`src/rtl/thsc_pkg.sv`:
```
// Constants, states and field layout of the thermostat two-wire slave
package thsc_pkg;
    localparam int           TEMP_W         = 9;
    localparam logic [3:0]   BYTE_BITS      = 4'h8;
    // Command codes
    localparam logic [7:0]   CMD_READ_TEMP  = 8'haa;
    localparam logic [7:0]   CMD_UPPER_LIM  = 8'ha1;
    localparam logic [7:0]   CMD_LOWER_LIM  = 8'ha2;
    localparam logic [7:0]   CMD_CONFIG     = 8'hac;
    localparam logic [7:0]   CMD_START_CONV = 8'hee;
    localparam logic [7:0]   CMD_STOP_CONV  = 8'h22;
    localparam logic [7:0]   FILL_BYTE      = 8'hff;
    // Configuration/status field positions
    localparam int           CFG_DONE       = 7;
    localparam int           CFG_UPPER_TRIP = 6;
    localparam int           CFG_LOWER_TRIP = 5;
    localparam int           CFG_BUSY       = 4;
    localparam logic [1:0]   CFG_FIXED      = 2'h2;
    localparam int           CFG_POL        = 1;
    localparam int           CFG_ONESHOT    = 0;
    // Power-up contents of the nonvolatile settings
    localparam logic         POL_RST        = 1'b0;
    localparam logic         ONESHOT_RST    = 1'b0;
    localparam logic [8:0]   UPPER_RST      = 9'h050;
    localparam logic [8:0]   LOWER_RST      = 9'h014;
    // Nonvolatile write time
    localparam int           CLK_HZ         = 40_000_000;
    localparam int           NV_WRITE_MS    = 10;
    localparam int           NV_WRITE_CYC   = NV_WRITE_MS * (CLK_HZ / 1000);

    typedef enum logic [2:0] {
        ST_IDLE, ST_ADDR, ST_ADDR_ACK, ST_WR_BYTE,
        ST_WR_ACK, ST_RD_BYTE, ST_RD_ACK, ST_IGNORE
    } thsc_state_t;
endpackage : thsc_pkg

```
`src/rtl/thsc_sync.sv`:
```
// Two-flop synchroniser for pin inputs
`timescale 1ns/1ps
`default_nettype none
module thsc_sync #(
    parameter int WIDTH = 1
) (
    input  wire logic             clk_i,
    input  wire logic             rst_n_i,
    input  wire logic [WIDTH-1:0] async_i,
    output logic      [WIDTH-1:0] sync_o
);
    // Idle bus level is high, so both stages reset to 1
    genvar g;
    generate
        for (g = 0; g < WIDTH; g++) begin : g_bit
            logic meta;
            always_ff @(posedge clk_i or negedge rst_n_i) begin
                if (!rst_n_i) begin
                    meta      <= 1'b1;
                    sync_o[g] <= 1'b1;
                end else begin
                    meta      <= async_i[g];
                    sync_o[g] <= meta;
                end
            end
        end
    endgenerate
endmodule : thsc_sync
`default_nettype wire

```
`src/rtl/thsc_ctrl.sv`:
```
// Conversion run control and nonvolatile busy timer
`timescale 1ns/1ps
`default_nettype none
module thsc_ctrl #(
    parameter int NV_CYC = 400000
) (
    input  wire logic clk_i,
    input  wire logic rst_n_i,
    input  wire logic start_i,
    input  wire logic stop_i,
    input  wire logic oneshot_i,
    input  wire logic temp_valid_i,
    input  wire logic nv_start_i,
    output logic      run_o,
    output logic      done_o,
    output logic      busy_o
);
    localparam int CW = $clog2(NV_CYC + 1);
    logic          stop_pend;
    logic [CW-1:0] nv_cnt;
    logic [CW-1:0] next_nv_cnt;
    logic          next_run;
    logic          conv_end;

    // A conversion ends for good in single mode or after a stop request
    assign conv_end    = temp_valid_i && (oneshot_i || stop_pend);
    assign next_run    = start_i ? 1'b1 : (conv_end ? 1'b0 : run_o);
    assign next_nv_cnt = nv_start_i ? CW'(NV_CYC)
                       : (nv_cnt != '0 ? nv_cnt - CW'(1) : nv_cnt);

    // Run, stop and done state
    always_ff @(posedge clk_i or negedge rst_n_i) begin
        if (!rst_n_i) begin
            run_o     <= 1'b0;
            stop_pend <= 1'b0;
            done_o    <= 1'b1;
        end else begin
            run_o     <= next_run;
            stop_pend <= stop_i ? run_o : (temp_valid_i || start_i ? 1'b0 : stop_pend);
            done_o    <= (start_i && !run_o) ? 1'b0 : (temp_valid_i ? 1'b1 : done_o);
        end
    end

    // Restarting the timer on a second write keeps busy honest
    always_ff @(posedge clk_i or negedge rst_n_i) begin
        if (!rst_n_i) begin
            nv_cnt <= '0;
            busy_o <= 1'b0;
        end else begin
            nv_cnt <= next_nv_cnt;
            busy_o <= next_nv_cnt != '0;
        end
    end
endmodule : thsc_ctrl
`default_nettype wire

```
`src/rtl/thsc_top.sv`:
```
// Two-wire slave, command decoder and thermostat of the thermometer block
`timescale 1ns/1ps
`default_nettype none
module thsc_top
    import thsc_pkg::*;
#(
    parameter logic [3:0] DEV_TYPE_CODE = 4'h5,        // Arbitrary value
    parameter int         NV_CYC        = NV_WRITE_CYC
) (
    input  wire logic              CLK_SYS_I,
    input  wire logic              RST_N_I,
    input  wire logic              SCL_I,
    input  wire logic              SDA_I,
    output logic                   SDA_O,
    output logic                   SDA_OE_O,
    input  wire logic [2:0]        ADDR_SELECT_I,
    input  wire logic [TEMP_W-1:0] TEMP_I,
    input  wire logic              TEMP_VALID_I,
    output logic                   CONV_RUN_O,
    output logic                   ALARM_OUTPUT_O
);
    // Synchronised pins and their previous samples
    logic [4:0]        sync_w;
    logic              scl_s;
    logic              sda_s;
    logic [2:0]        addr_s;
    logic              scl_d;
    logic              sda_d;
    // Bus engine
    thsc_state_t       state;
    thsc_state_t       next_state;
    logic [3:0]        cnt;
    logic [3:0]        next_cnt;
    logic [7:0]        sh;
    logic [7:0]        next_sh;
    logic              oe;
    logic              next_oe;
    logic              rw;
    logic              m_ack;
    logic [7:0]        cmd;
    logic [1:0]        wr_idx;
    logic              rd_idx;
    logic [7:0]        hi_byte;
    // Settings and results
    logic [TEMP_W-1:0] temp_q;
    logic [TEMP_W-1:0] upper_q;
    logic [TEMP_W-1:0] lower_q;
    logic              pol_q;
    logic              oneshot_q;
    logic              upper_trip;
    logic              lower_trip;
    logic              alarm_q;
    logic              done_w;
    logic              busy_w;

    // Pins cross into the system clock through two flops
    thsc_sync #(.WIDTH(5)) u_sync (
        .clk_i   (CLK_SYS_I),
        .rst_n_i (RST_N_I),
        .async_i ({SCL_I, SDA_I, ADDR_SELECT_I}),
        .sync_o  (sync_w)
    );
    assign scl_s  = sync_w[4];
    assign sda_s  = sync_w[3];
    assign addr_s = sync_w[2:0];

    // Edge and condition decode; 40 MHz gives many samples per 400 kHz bit
    logic scl_rise;
    logic scl_fall;
    logic start_c;
    logic stop_c;
    assign scl_rise = scl_s && !scl_d;
    assign scl_fall = !scl_s && scl_d;
    assign start_c  = scl_s && scl_d && sda_d && !sda_s;
    assign stop_c   = scl_s && scl_d && !sda_d && sda_s;

    // Byte and command decode
    logic byte_in;
    logic addr_hit;
    logic addr_acc;
    logic wr_done;
    logic cmd_wr;
    logic upper_wr;
    logic lower_wr;
    logic cfg_wr;
    logic load_tx;
    assign byte_in  = cnt == BYTE_BITS;
    assign addr_hit = sh[7:4] == DEV_TYPE_CODE && sh[3:1] == addr_s;
    assign addr_acc = scl_fall && state == ST_ADDR && byte_in && addr_hit;
    assign wr_done  = scl_fall && state == ST_WR_BYTE && byte_in;
    assign cmd_wr   = wr_done && wr_idx == 2'h0;
    assign upper_wr = wr_done && wr_idx == 2'h2 && cmd == CMD_UPPER_LIM;
    assign lower_wr = wr_done && wr_idx == 2'h2 && cmd == CMD_LOWER_LIM;
    assign cfg_wr   = wr_done && wr_idx == 2'h1 && cmd == CMD_CONFIG;
    assign load_tx  = scl_fall && ((state == ST_ADDR_ACK && rw)
                                   || (state == ST_RD_ACK && m_ack));

    // Read data; high byte first, half-degree bit on top of the low byte
    logic [7:0] cfg_rd;
    logic [7:0] tx_byte;
    assign cfg_rd  = {done_w, upper_trip, lower_trip, busy_w,
                      CFG_FIXED, pol_q, oneshot_q};
    assign tx_byte = (cmd == CMD_READ_TEMP) ?
                         (rd_idx ? {temp_q[0], 7'h00} : temp_q[8:1])
                   : (cmd == CMD_UPPER_LIM) ?
                         (rd_idx ? {upper_q[0], 7'h00} : upper_q[8:1])
                   : (cmd == CMD_LOWER_LIM) ?
                         (rd_idx ? {lower_q[0], 7'h00} : lower_q[8:1])
                   : (cmd == CMD_CONFIG) ? cfg_rd : FILL_BYTE;

    // Bus engine next state; START and STOP override any bit in flight
    always_comb begin
        next_state = state;
        next_cnt   = cnt;
        next_sh    = sh;
        next_oe    = oe;
        if (start_c) begin
            next_state = ST_ADDR;
            next_cnt   = 4'h0;
            next_oe    = 1'b0;
        end else if (stop_c) begin
            next_state = ST_IDLE;
            next_oe    = 1'b0;
        end else if (scl_rise) begin
            if (state == ST_ADDR || state == ST_WR_BYTE) begin
                next_sh  = {sh[6:0], sda_s};
                next_cnt = cnt + 4'h1;
            end
        end else if (scl_fall) begin
            case (state)
                ST_ADDR: begin
                    if (byte_in) begin
                        next_state = addr_hit ? ST_ADDR_ACK : ST_IGNORE;
                        next_oe    = addr_hit;
                    end
                end
                ST_WR_BYTE: begin
                    if (byte_in) begin
                        next_state = ST_WR_ACK;
                        next_oe    = 1'b1;
                    end
                end
                ST_ADDR_ACK, ST_WR_ACK, ST_RD_ACK: begin
                    next_oe    = 1'b0;
                    next_cnt   = 4'h0;
                    next_state = (state == ST_RD_ACK) ? ST_IGNORE : ST_WR_BYTE;
                    if (load_tx) begin
                        next_state = ST_RD_BYTE;
                        next_sh    = {tx_byte[6:0], 1'b0};
                        next_oe    = !tx_byte[7];
                        next_cnt   = 4'h1;
                    end
                end
                ST_RD_BYTE: begin
                    if (byte_in) begin
                        next_state = ST_RD_ACK;
                        next_oe    = 1'b0;
                    end else begin
                        next_oe  = !sh[7];
                        next_sh  = {sh[6:0], 1'b0};
                        next_cnt = cnt + 4'h1;
                    end
                end
                default: ;
            endcase
        end
    end

    // Bus engine registers; data line is only ever pulled low
    always_ff @(posedge CLK_SYS_I or negedge RST_N_I) begin
        if (!RST_N_I) begin
            state <= ST_IDLE;
            cnt   <= 4'h0;
            sh    <= 8'h00;
            oe    <= 1'b0;
            scl_d <= 1'b1;
            sda_d <= 1'b1;
            SDA_O <= 1'b0;
        end else begin
            state <= next_state;
            cnt   <= next_cnt;
            sh    <= next_sh;
            oe    <= next_oe;
            scl_d <= scl_s;
            sda_d <= sda_s;
            SDA_O <= 1'b0;
        end
    end
    assign SDA_OE_O = oe;

    // Transfer bookkeeping: direction, command, byte indices
    always_ff @(posedge CLK_SYS_I or negedge RST_N_I) begin
        if (!RST_N_I) begin
            rw      <= 1'b0;
            m_ack   <= 1'b0;
            cmd     <= 8'h00;
            wr_idx  <= 2'h0;
            rd_idx  <= 1'b0;
            hi_byte <= 8'h00;
        end else begin
            if (addr_acc) begin
                rw     <= sh[0];
                rd_idx <= 1'b0;
                wr_idx <= 2'h0;
            end
            if (scl_rise && state == ST_RD_ACK)
                m_ack <= !sda_s;
            if (load_tx)
                rd_idx <= 1'b1;
            if (wr_done && wr_idx != 2'h3)
                wr_idx <= wr_idx + 2'h1;
            if (cmd_wr)
                cmd <= sh;
            if (wr_done && wr_idx == 2'h1)
                hi_byte <= sh;
        end
    end

    // Limits, settings and latest result
    always_ff @(posedge CLK_SYS_I or negedge RST_N_I) begin
        if (!RST_N_I) begin
            upper_q   <= UPPER_RST;
            lower_q   <= LOWER_RST;
            pol_q     <= POL_RST;
            oneshot_q <= ONESHOT_RST;
            temp_q    <= '0;
        end else begin
            if (upper_wr)
                upper_q <= {hi_byte, sh[7]};
            if (lower_wr)
                lower_q <= {hi_byte, sh[7]};
            if (cfg_wr) begin
                pol_q     <= sh[CFG_POL];
                oneshot_q <= sh[CFG_ONESHOT];
            end
            if (TEMP_VALID_I)
                temp_q <= TEMP_I;
        end
    end

    // Comparisons against the fresh result, signed
    logic hot;
    logic cold;
    logic below;
    logic next_upper_trip;
    logic next_lower_trip;
    logic next_alarm;
    assign hot   = $signed(TEMP_I) >= $signed(upper_q);
    assign cold  = $signed(TEMP_I) <= $signed(lower_q);
    assign below = $signed(TEMP_I) < $signed(lower_q);
    // Set wins over a clear written in the same cycle; writing 1 changes nothing
    assign next_upper_trip = (TEMP_VALID_I && hot)
                           || (upper_trip && !(cfg_wr && !sh[CFG_UPPER_TRIP]));
    assign next_lower_trip = (TEMP_VALID_I && cold)
                           || (lower_trip && !(cfg_wr && !sh[CFG_LOWER_TRIP]));
    // Hysteresis: between limits the previous state holds
    assign next_alarm = !TEMP_VALID_I ? alarm_q
                      : (hot ? 1'b1 : (below ? 1'b0 : alarm_q));

    // Thermostat state and alarm pin
    always_ff @(posedge CLK_SYS_I or negedge RST_N_I) begin
        if (!RST_N_I) begin
            upper_trip     <= 1'b0;
            lower_trip     <= 1'b0;
            alarm_q        <= 1'b0;
            ALARM_OUTPUT_O <= !POL_RST;
        end else begin
            upper_trip     <= next_upper_trip;
            lower_trip     <= next_lower_trip;
            alarm_q        <= next_alarm;
            ALARM_OUTPUT_O <= pol_q ? alarm_q : !alarm_q;
        end
    end

    // Conversion control and nonvolatile timer
    thsc_ctrl #(.NV_CYC(NV_CYC)) u_ctrl (
        .clk_i        (CLK_SYS_I),
        .rst_n_i      (RST_N_I),
        .start_i      (cmd_wr && sh == CMD_START_CONV),
        .stop_i       (cmd_wr && sh == CMD_STOP_CONV),
        .oneshot_i    (oneshot_q),
        .temp_valid_i (TEMP_VALID_I),
        .nv_start_i   (upper_wr || lower_wr || cfg_wr),
        .run_o        (CONV_RUN_O),
        .done_o       (done_w),
        .busy_o       (busy_w)
    );
endmodule : thsc_top
`default_nettype wire

```
`config.mk`:
```
export PLATFORM = sky130hd
export DESIGN_NAME = thsc_top
export DESIGN_NICKNAME = d
export VERILOG_FILES = /design/src/rtl/thsc_pkg.sv /design/src/rtl/thsc_sync.sv /design/src/rtl/thsc_ctrl.sv /design/src/rtl/thsc_top.sv
export SDC_FILE = /design/constraint.sdc
export NUM_CORES = 1
export LEC_CHECK = 0
export BUFFER_PORTS_ARGS = -buffer_cell sky130_fd_sc_hd__buf_2
export CAP_MARGIN = 20
export CORE_UTILIZATION = 35
export DETAILED_ROUTE_END_ITERATION = 16
export PLACE_DENSITY_LB_ADDON = 0.2
export RECOVER_POWER = 50
export REMOVE_ABC_BUFFERS = 1
export SKIP_CTS_REPAIR_TIMING = 1
export SLEW_MARGIN = 5
export SYNTH_ARGS = -nofsm -noshare
export SYNTH_HDL_FRONTEND = slang
export SYNTH_HIERARCHICAL = 1
export SYNTH_SLANG_ARGS = --single-unit
```
`constraint.sdc`:
```
create_clock -name CLK_SYS_I -period 5.05 [get_ports CLK_SYS_I]
set_input_delay 0 -clock CLK_SYS_I [delete_from_list [all_inputs] [get_ports CLK_SYS_I]]
set_output_delay 0 -clock CLK_SYS_I [all_outputs]
set_load 0.02 [all_outputs]
```
== Word-level counts from Yosys, hierarchy flattened ==
Index checks and enable logic that the tools add are counted.

* Register bits: 105
* Logic and storage cells: 203

* Add/sub/neg operators: 3
* Order comparisons: 3
* Eq/ne operators: 28
* Muxes and demuxes: 56
* Bitwise logic cells: 2
* Reduce and logical (&&, ||, !) cells: 75

{| class="wikitable"
|+ Operators by type and width
! kind !! count
|-
| 8-bit 2-to-1 mux || 12
|-
| 8-bit equality test (second input constant) || 5
|-
| 19-bit 2-to-1 mux || 2
|-
| 19-bit nonzero test || 2
|-
| 1-bit logical AND || 34
|-
| 3-bit 2-to-1 mux || 10
|-
| 4-bit 2-to-1 mux || 6
|-
| 1-bit 2-to-1 mux || 20
|-
| 19-bit by 1-bit subtractor with 19-bit output (second input constant) || 1
|-
| 4-bit != test (second input constant) || 4
|-
| 8-bit case mux with 2 select lines || 1
|-
| 2-bit nonzero test || 7
|-
| 1-bit zero test || 12
|-
| 3-bit case mux with 4 select lines || 1
|-
| 5-bit AND reduction || 2
|-
| 3-bit equality test (second input constant) || 3
|-
| 9-bit >= comparator || 1
|-
| 9-bit less-or-equal comparator || 1
|-
| 9-bit < comparator || 1
|-
| 3-bit nonzero test || 3
|-
| 8-bit by 6-bit equality test with 1-bit output (second input constant) || 1
|-
| 1-bit logical OR || 8
|-
| 4-bit case mux with 2 select lines || 1
|-
| 7-bit AND reduction || 1
|-
| 22 further kinds || 28
|}

== Longest topological paths before layout ==
* Depth after elaboration: 12
* Mapped depth: 11
* Mapped depth without buffers: 9

== Cells and area by module ==
Netlist, hierarchy kept.

{| class="wikitable"
|+ By module, submodules not included
! module !! times used !! cells each !! area each (um^2) !! sequential area each (um^2)
|-
| thsc_top || 1 || 421 || 4,314.1 || 1,810.5
|-
| thsc_ctrl || 1 || 147 || 1,370.1 || 576.8
|-
| thsc_sync || 1 || 10 || 262.8 || 262.8
|}

== Worst setup path before layout ==
OpenSTA, ideal clock, no wires.

* Path type: register to register
* Start point: register scl_d
* End point: register u_ctrl.busy_o
* Library setup time: 0.139 ns
* Arrival time: 2.788 ns
* Setup slack: 2.123 ns
* Cell stages (with the launch flop): 11
* Buffers on the path: 2
* Period minus slack after synthesis: 2.927 ns
* Path through: dfstp_2 ha_1 nand2_2 or4_1 buf_4 or3_4 inv_1 or3_1 buf_1 a221oi_1 or4b_1

* Word-level cells in the longest chain between the ends: 9
* Elaborated cells between the ends (all ways): 12
* Those cells by class: 1 x mux; 11 x reduce/logical

{| class="wikitable"
|+ Ends and longest elaborated chain
! what !! line !! source
|-
| start: declaration || thsc_top.sv:27 || <nowiki>logic scl_d;</nowiki>
|-
| start signal: assignment || thsc_top.sv:184 || <nowiki>scl_d <= scl_s;</nowiki>
|-
| 1-bit logical AND * || thsc_top.sv:73 || <nowiki>assign scl_fall = !scl_s && scl_d;</nowiki>
|-
| 1-bit logical AND * (2 in a row) || thsc_top.sv:90 || <nowiki>assign wr_done = scl_fall && state == ST_WR_BYTE && byte_in;</nowiki>
|-
| 1-bit logical AND || thsc_top.sv:92, thsc_top.sv:93 ||
|-
| 1-bit logical AND, on equally long branches || thsc_top.sv:92, thsc_top.sv:93 ||
|-
| 1-bit logical OR || thsc_top.sv:283 || <nowiki>.nv_start_i (upper_wr || lower_wr || cfg_wr),</nowiki>
|-
| 1-bit logical OR * || thsc_top.sv:283 ||
|-
| 19-bit 2-to-1 mux * || thsc_ctrl.sv:28 || <nowiki>assign next_nv_cnt = nv_start_i ? CW'(NV_CYC)</nowiki>
|-
| 19-bit nonzero test * || thsc_ctrl.sv:51 || <nowiki>busy_o <= next_nv_cnt != '0;</nowiki>
|-
| end signal: assignment || thsc_ctrl.sv:48 || <nowiki>busy_o <= 1'b0;</nowiki>
|-
| end signal: assignment || thsc_ctrl.sv:51 ||
|-
| end: declaration || thsc_ctrl.sv:16 || <nowiki>output logic busy_o</nowiki>
|}

Every way passes the cells marked *; elsewhere a longest branch is shown, timed or not.
A chain may end at the register's enable or synchronous reset.

==> results.json <==
{
  "status": "complete, but fails checks",
  "drc": 0,
  "rsz0062_at_grt": "false",
  "cts.sinks": 105,
  "cts_max_level": 3,
  "die_h_um": 132,
  "clock-root-buffer": "clkbuf_16",
  "num-nets-final": 649,
  "core-area_um2": 16600,
  "globalplace.congestion": 0.834,
  "startpoint_type": "input pin",
  "clk-insertion-delay-late_ps": 360,
  "via_count": 4440,
  "cts_tree": "yes",
  "first_global_vias": 4407,
  "hp-class": "input pin to flop",
  "vias_per_cell": 5.36,
  "antenna_cells": 0,
  "port_buffers": 19,
  "holdWs_ps": 61.4,
  "post-route-period-util_pct": 71.9,
  "postRouteAntennaNets": 0,
  "fmaxAchievable_ghz": 0.275,
  "powerDensity_nw_per_um2": 271,
  "fin_skew_ps": 12.9,
  "period_needed_ps": 3630,
  "pin_count": 21,
  "endpoint_kind": "async pin",
  "cp-endpoint": "sh[6]$_DFFE_PN0P_",
  "cap_viol_max_count": 2,
  "slew_headroom_pct": -80.7,
  "final-setup-viol-count": 0,
  "cp_data_required_time_ps": 5250,
  "clock_path_buffers": 2,
  "yosys_warnings": 6,
  "crit_type": "input pin to async pin",
  "hpwlAfterDp_um": 10600,
  "first_pass_iters": 5,
  "ys_seq_area_share_pct": 44.6,
  "syn_to_final_growth_pct": 12.2,
  "synth_seq_cells": 105,
  "cts_buffers": 9,
  "yosysUniqueCellTypes": 81,
  "worstPathMaxFanout": 60,
  "final_area_um2": 6670,
  "gr-usage-met3_pct": 4.19,
  "use_met1_pct": 23.8,
  "die_w_um": 132,
  "fill_cells": 1625,
  "drt-wirelength-per-cell_um": 17.4,
  "fin_ws_ps": 1420,
  "syn-cell-area_um2": 5950,
  "netlist_instances": 578,
  "multi_input_area_um2": 3040,
  "slew_viol_final": 47,
  "critical_path.startpoint": "RST_N_I",
  "post-place-ws_ps": 1540,
  "avgSynthCellArea_um2": 10.3,
  "grt_use_met2_pct": 27.1,
  "postPlaceCellArea_um2": 6230,
  "synth-edff-count": 0,
  "final_common_cell": "dfrtp_1",
  "critPathArrivalTime_ps": 3830,
  "ff2ff_path_depth": 8,
  "ff2ff_setup_slack_ps": 1560,
  "drt_wl_total_um": 14400,
  "leakage_nw": 2.95,
  "synth_ff_type": "dfrtp_1",
  "async_flop_share_pct": 100,
  "finalHoldViolCount": 0,
  "busiest_layer": "met2",
  "r2r_start": "scl_d$_DFF_PN1_",
  "grt_use_total_pct": 17.4,
  "grt_pass1_wl_um": 23800,
  "tightestPinTransition_ps": 2710,
  "die-area_um2": 17500,
  "final_cell_mix": "87 x dfrtp_1, 42 x nand2_1, 42 x mux2_2",
  "max-vdd-ir-drop_v": 0.000159,
  "r2r-end": "u_ctrl/busy_o$_DFF_PN0_",
  "antenna_found_initial": 0,
  "rows": 47,
  "drive_gt1_share_pct": 18.6,
  "start_util_pct": 35.9,
  "grt_max_degree": 61,
  "grt_remaining_overflow": 0,
  "drtIter0Drc": 398,
  "seqCellArea_um2": 2650,
  "setup_tns_ps": 0,
  "violations": "capacitance limit, slew limit",
  "cts.clk_slew.worst_paths_ps": 70,
  "total_power_mw": 1.81
}
[worst max-delay path: stages]
cell and delay, ps:
dlygate4sd3_1 520, clkbuf_1 1910, clkbuf_2 1370
[registers in the layout, indices dropped and copies added, names as in the netlist, 2 cells and up]
register           cells
temp_q                 9
upper_q                9
state                  3
lower_q                9
u_sync/g_bit.meta      5
u_ctrl/nv_cnt         19
u_sync/sync_o          5
cmd                    8
sh                     8
hi_byte                8
wr_idx                 2
cnt                    4
[worst min path at each step]
stage,from,end,depth (start not counted)
floorplan,RST_N_I,SDA_OE_O$_DFFE_PN0P_,0
global placement,RST_N_I,temp_q[3]$_DFFE_PN0P_,1
detailed placement,RST_N_I,temp_q[3]$_DFFE_PN0P_,1
CTS,RST_N_I,temp_q[3]$_DFFE_PN0P_,1
global route,TEMP_VALID_I,u_ctrl/done_o$_DFFE_PN1P_,3
finish,TEMP_VALID_I,u_ctrl/done_o$_DFFE_PN1P_,3
[layout make-up]
type,instances,area share [%]
clock buffers,9,3.38
clock inverters,7,1.18
inverters,40,2.25
multi-input cells,411,45.5
flip-flops and latches,105,39.7
well taps,220,4.13
repair buffers,36,3.79
[synthesized netlist by cell type, types with 3 or more instances]
library cell | instances | share of area [%]
xor2_1 | 12 | 1.8
xnor2_1 | 4 | 0.59
nand4bb_1 | 3 | 0.57
o211a_1 | 8 | 1.3
a211oi_1 | 8 | 1.0
nor2_1 | 36 | 2.3
dfrtp_1 | 87 | 37
nand3_1 | 16 | 1.3
nand2_1 | 42 | 2.7
or2_2 | 3 | 0.32
nand4_1 | 6 | 0.63
buf_2 | 3 | 0.25
o21a_1 | 10 | 1.3
o41ai_1 | 3 | 0.44
a22oi_1 | 7 | 0.88
nor4_1 | 7 | 0.74
mux2_2 | 42 | 8.0
nor2b_1 | 7 | 0.74
a21oi_1 | 19 | 1.6
inv_1 | 40 | 2.5
o2111ai_1 | 3 | 0.44
o21ai_0 | 31 | 2.6
nand2b_1 | 8 | 0.84
nand3b_1 | 4 | 0.50
nor3_1 | 17 | 1.4
ha_1 | 29 | 6.1
buf_1 | 3 | 0.19
clkbuf_1 | 12 | 0.76
o21ai_1 | 6 | 0.50
or4_1 | 5 | 0.63
mux2i_1 | 6 | 1.0
o31ai_1 | 3 | 0.38
o211ai_1 | 3 | 0.38
a21o_1 | 5 | 0.63
dfstp_2 | 18 | 8.0
[through the flow]
stage,std cells,util (%)
finish,828,40.2
global route,828,40.2
CTS,813,39.4
detailed placement,797,37.5
global placement,797,37.5
floorplan,556,-
[report_power, final]
group | leakage (nW) | switching (mW) | internal (mW)
clock network | 0.144 | 0.339 | 0.390
registers | 1.36 | 0.0681 | 0.880
logic | 1.45 | 0.0721 | 0.0588
[cell families after synthesis]
family,synth area share [%]
multiplexers,9.47
AO/OA/AOI/OAI,15.3
buffers and inverters,4.35
XOR/XNOR,2.36
AND/OR/NAND/NOR,17.8
adder cells (fa/ha/maj),6.10
other,0.0631
flip-flops,44.6
[metal layers]
layer	vias to the layer above	share of wire [%]	wire [um]
li1	2152	-	-
met1	2176	49	7060
met2	94	45	6540
met3	18	3.7	536
met4	0	1.7	246
met5	-	0	0
Note: power is estimated with default switching activity, not from simulation.
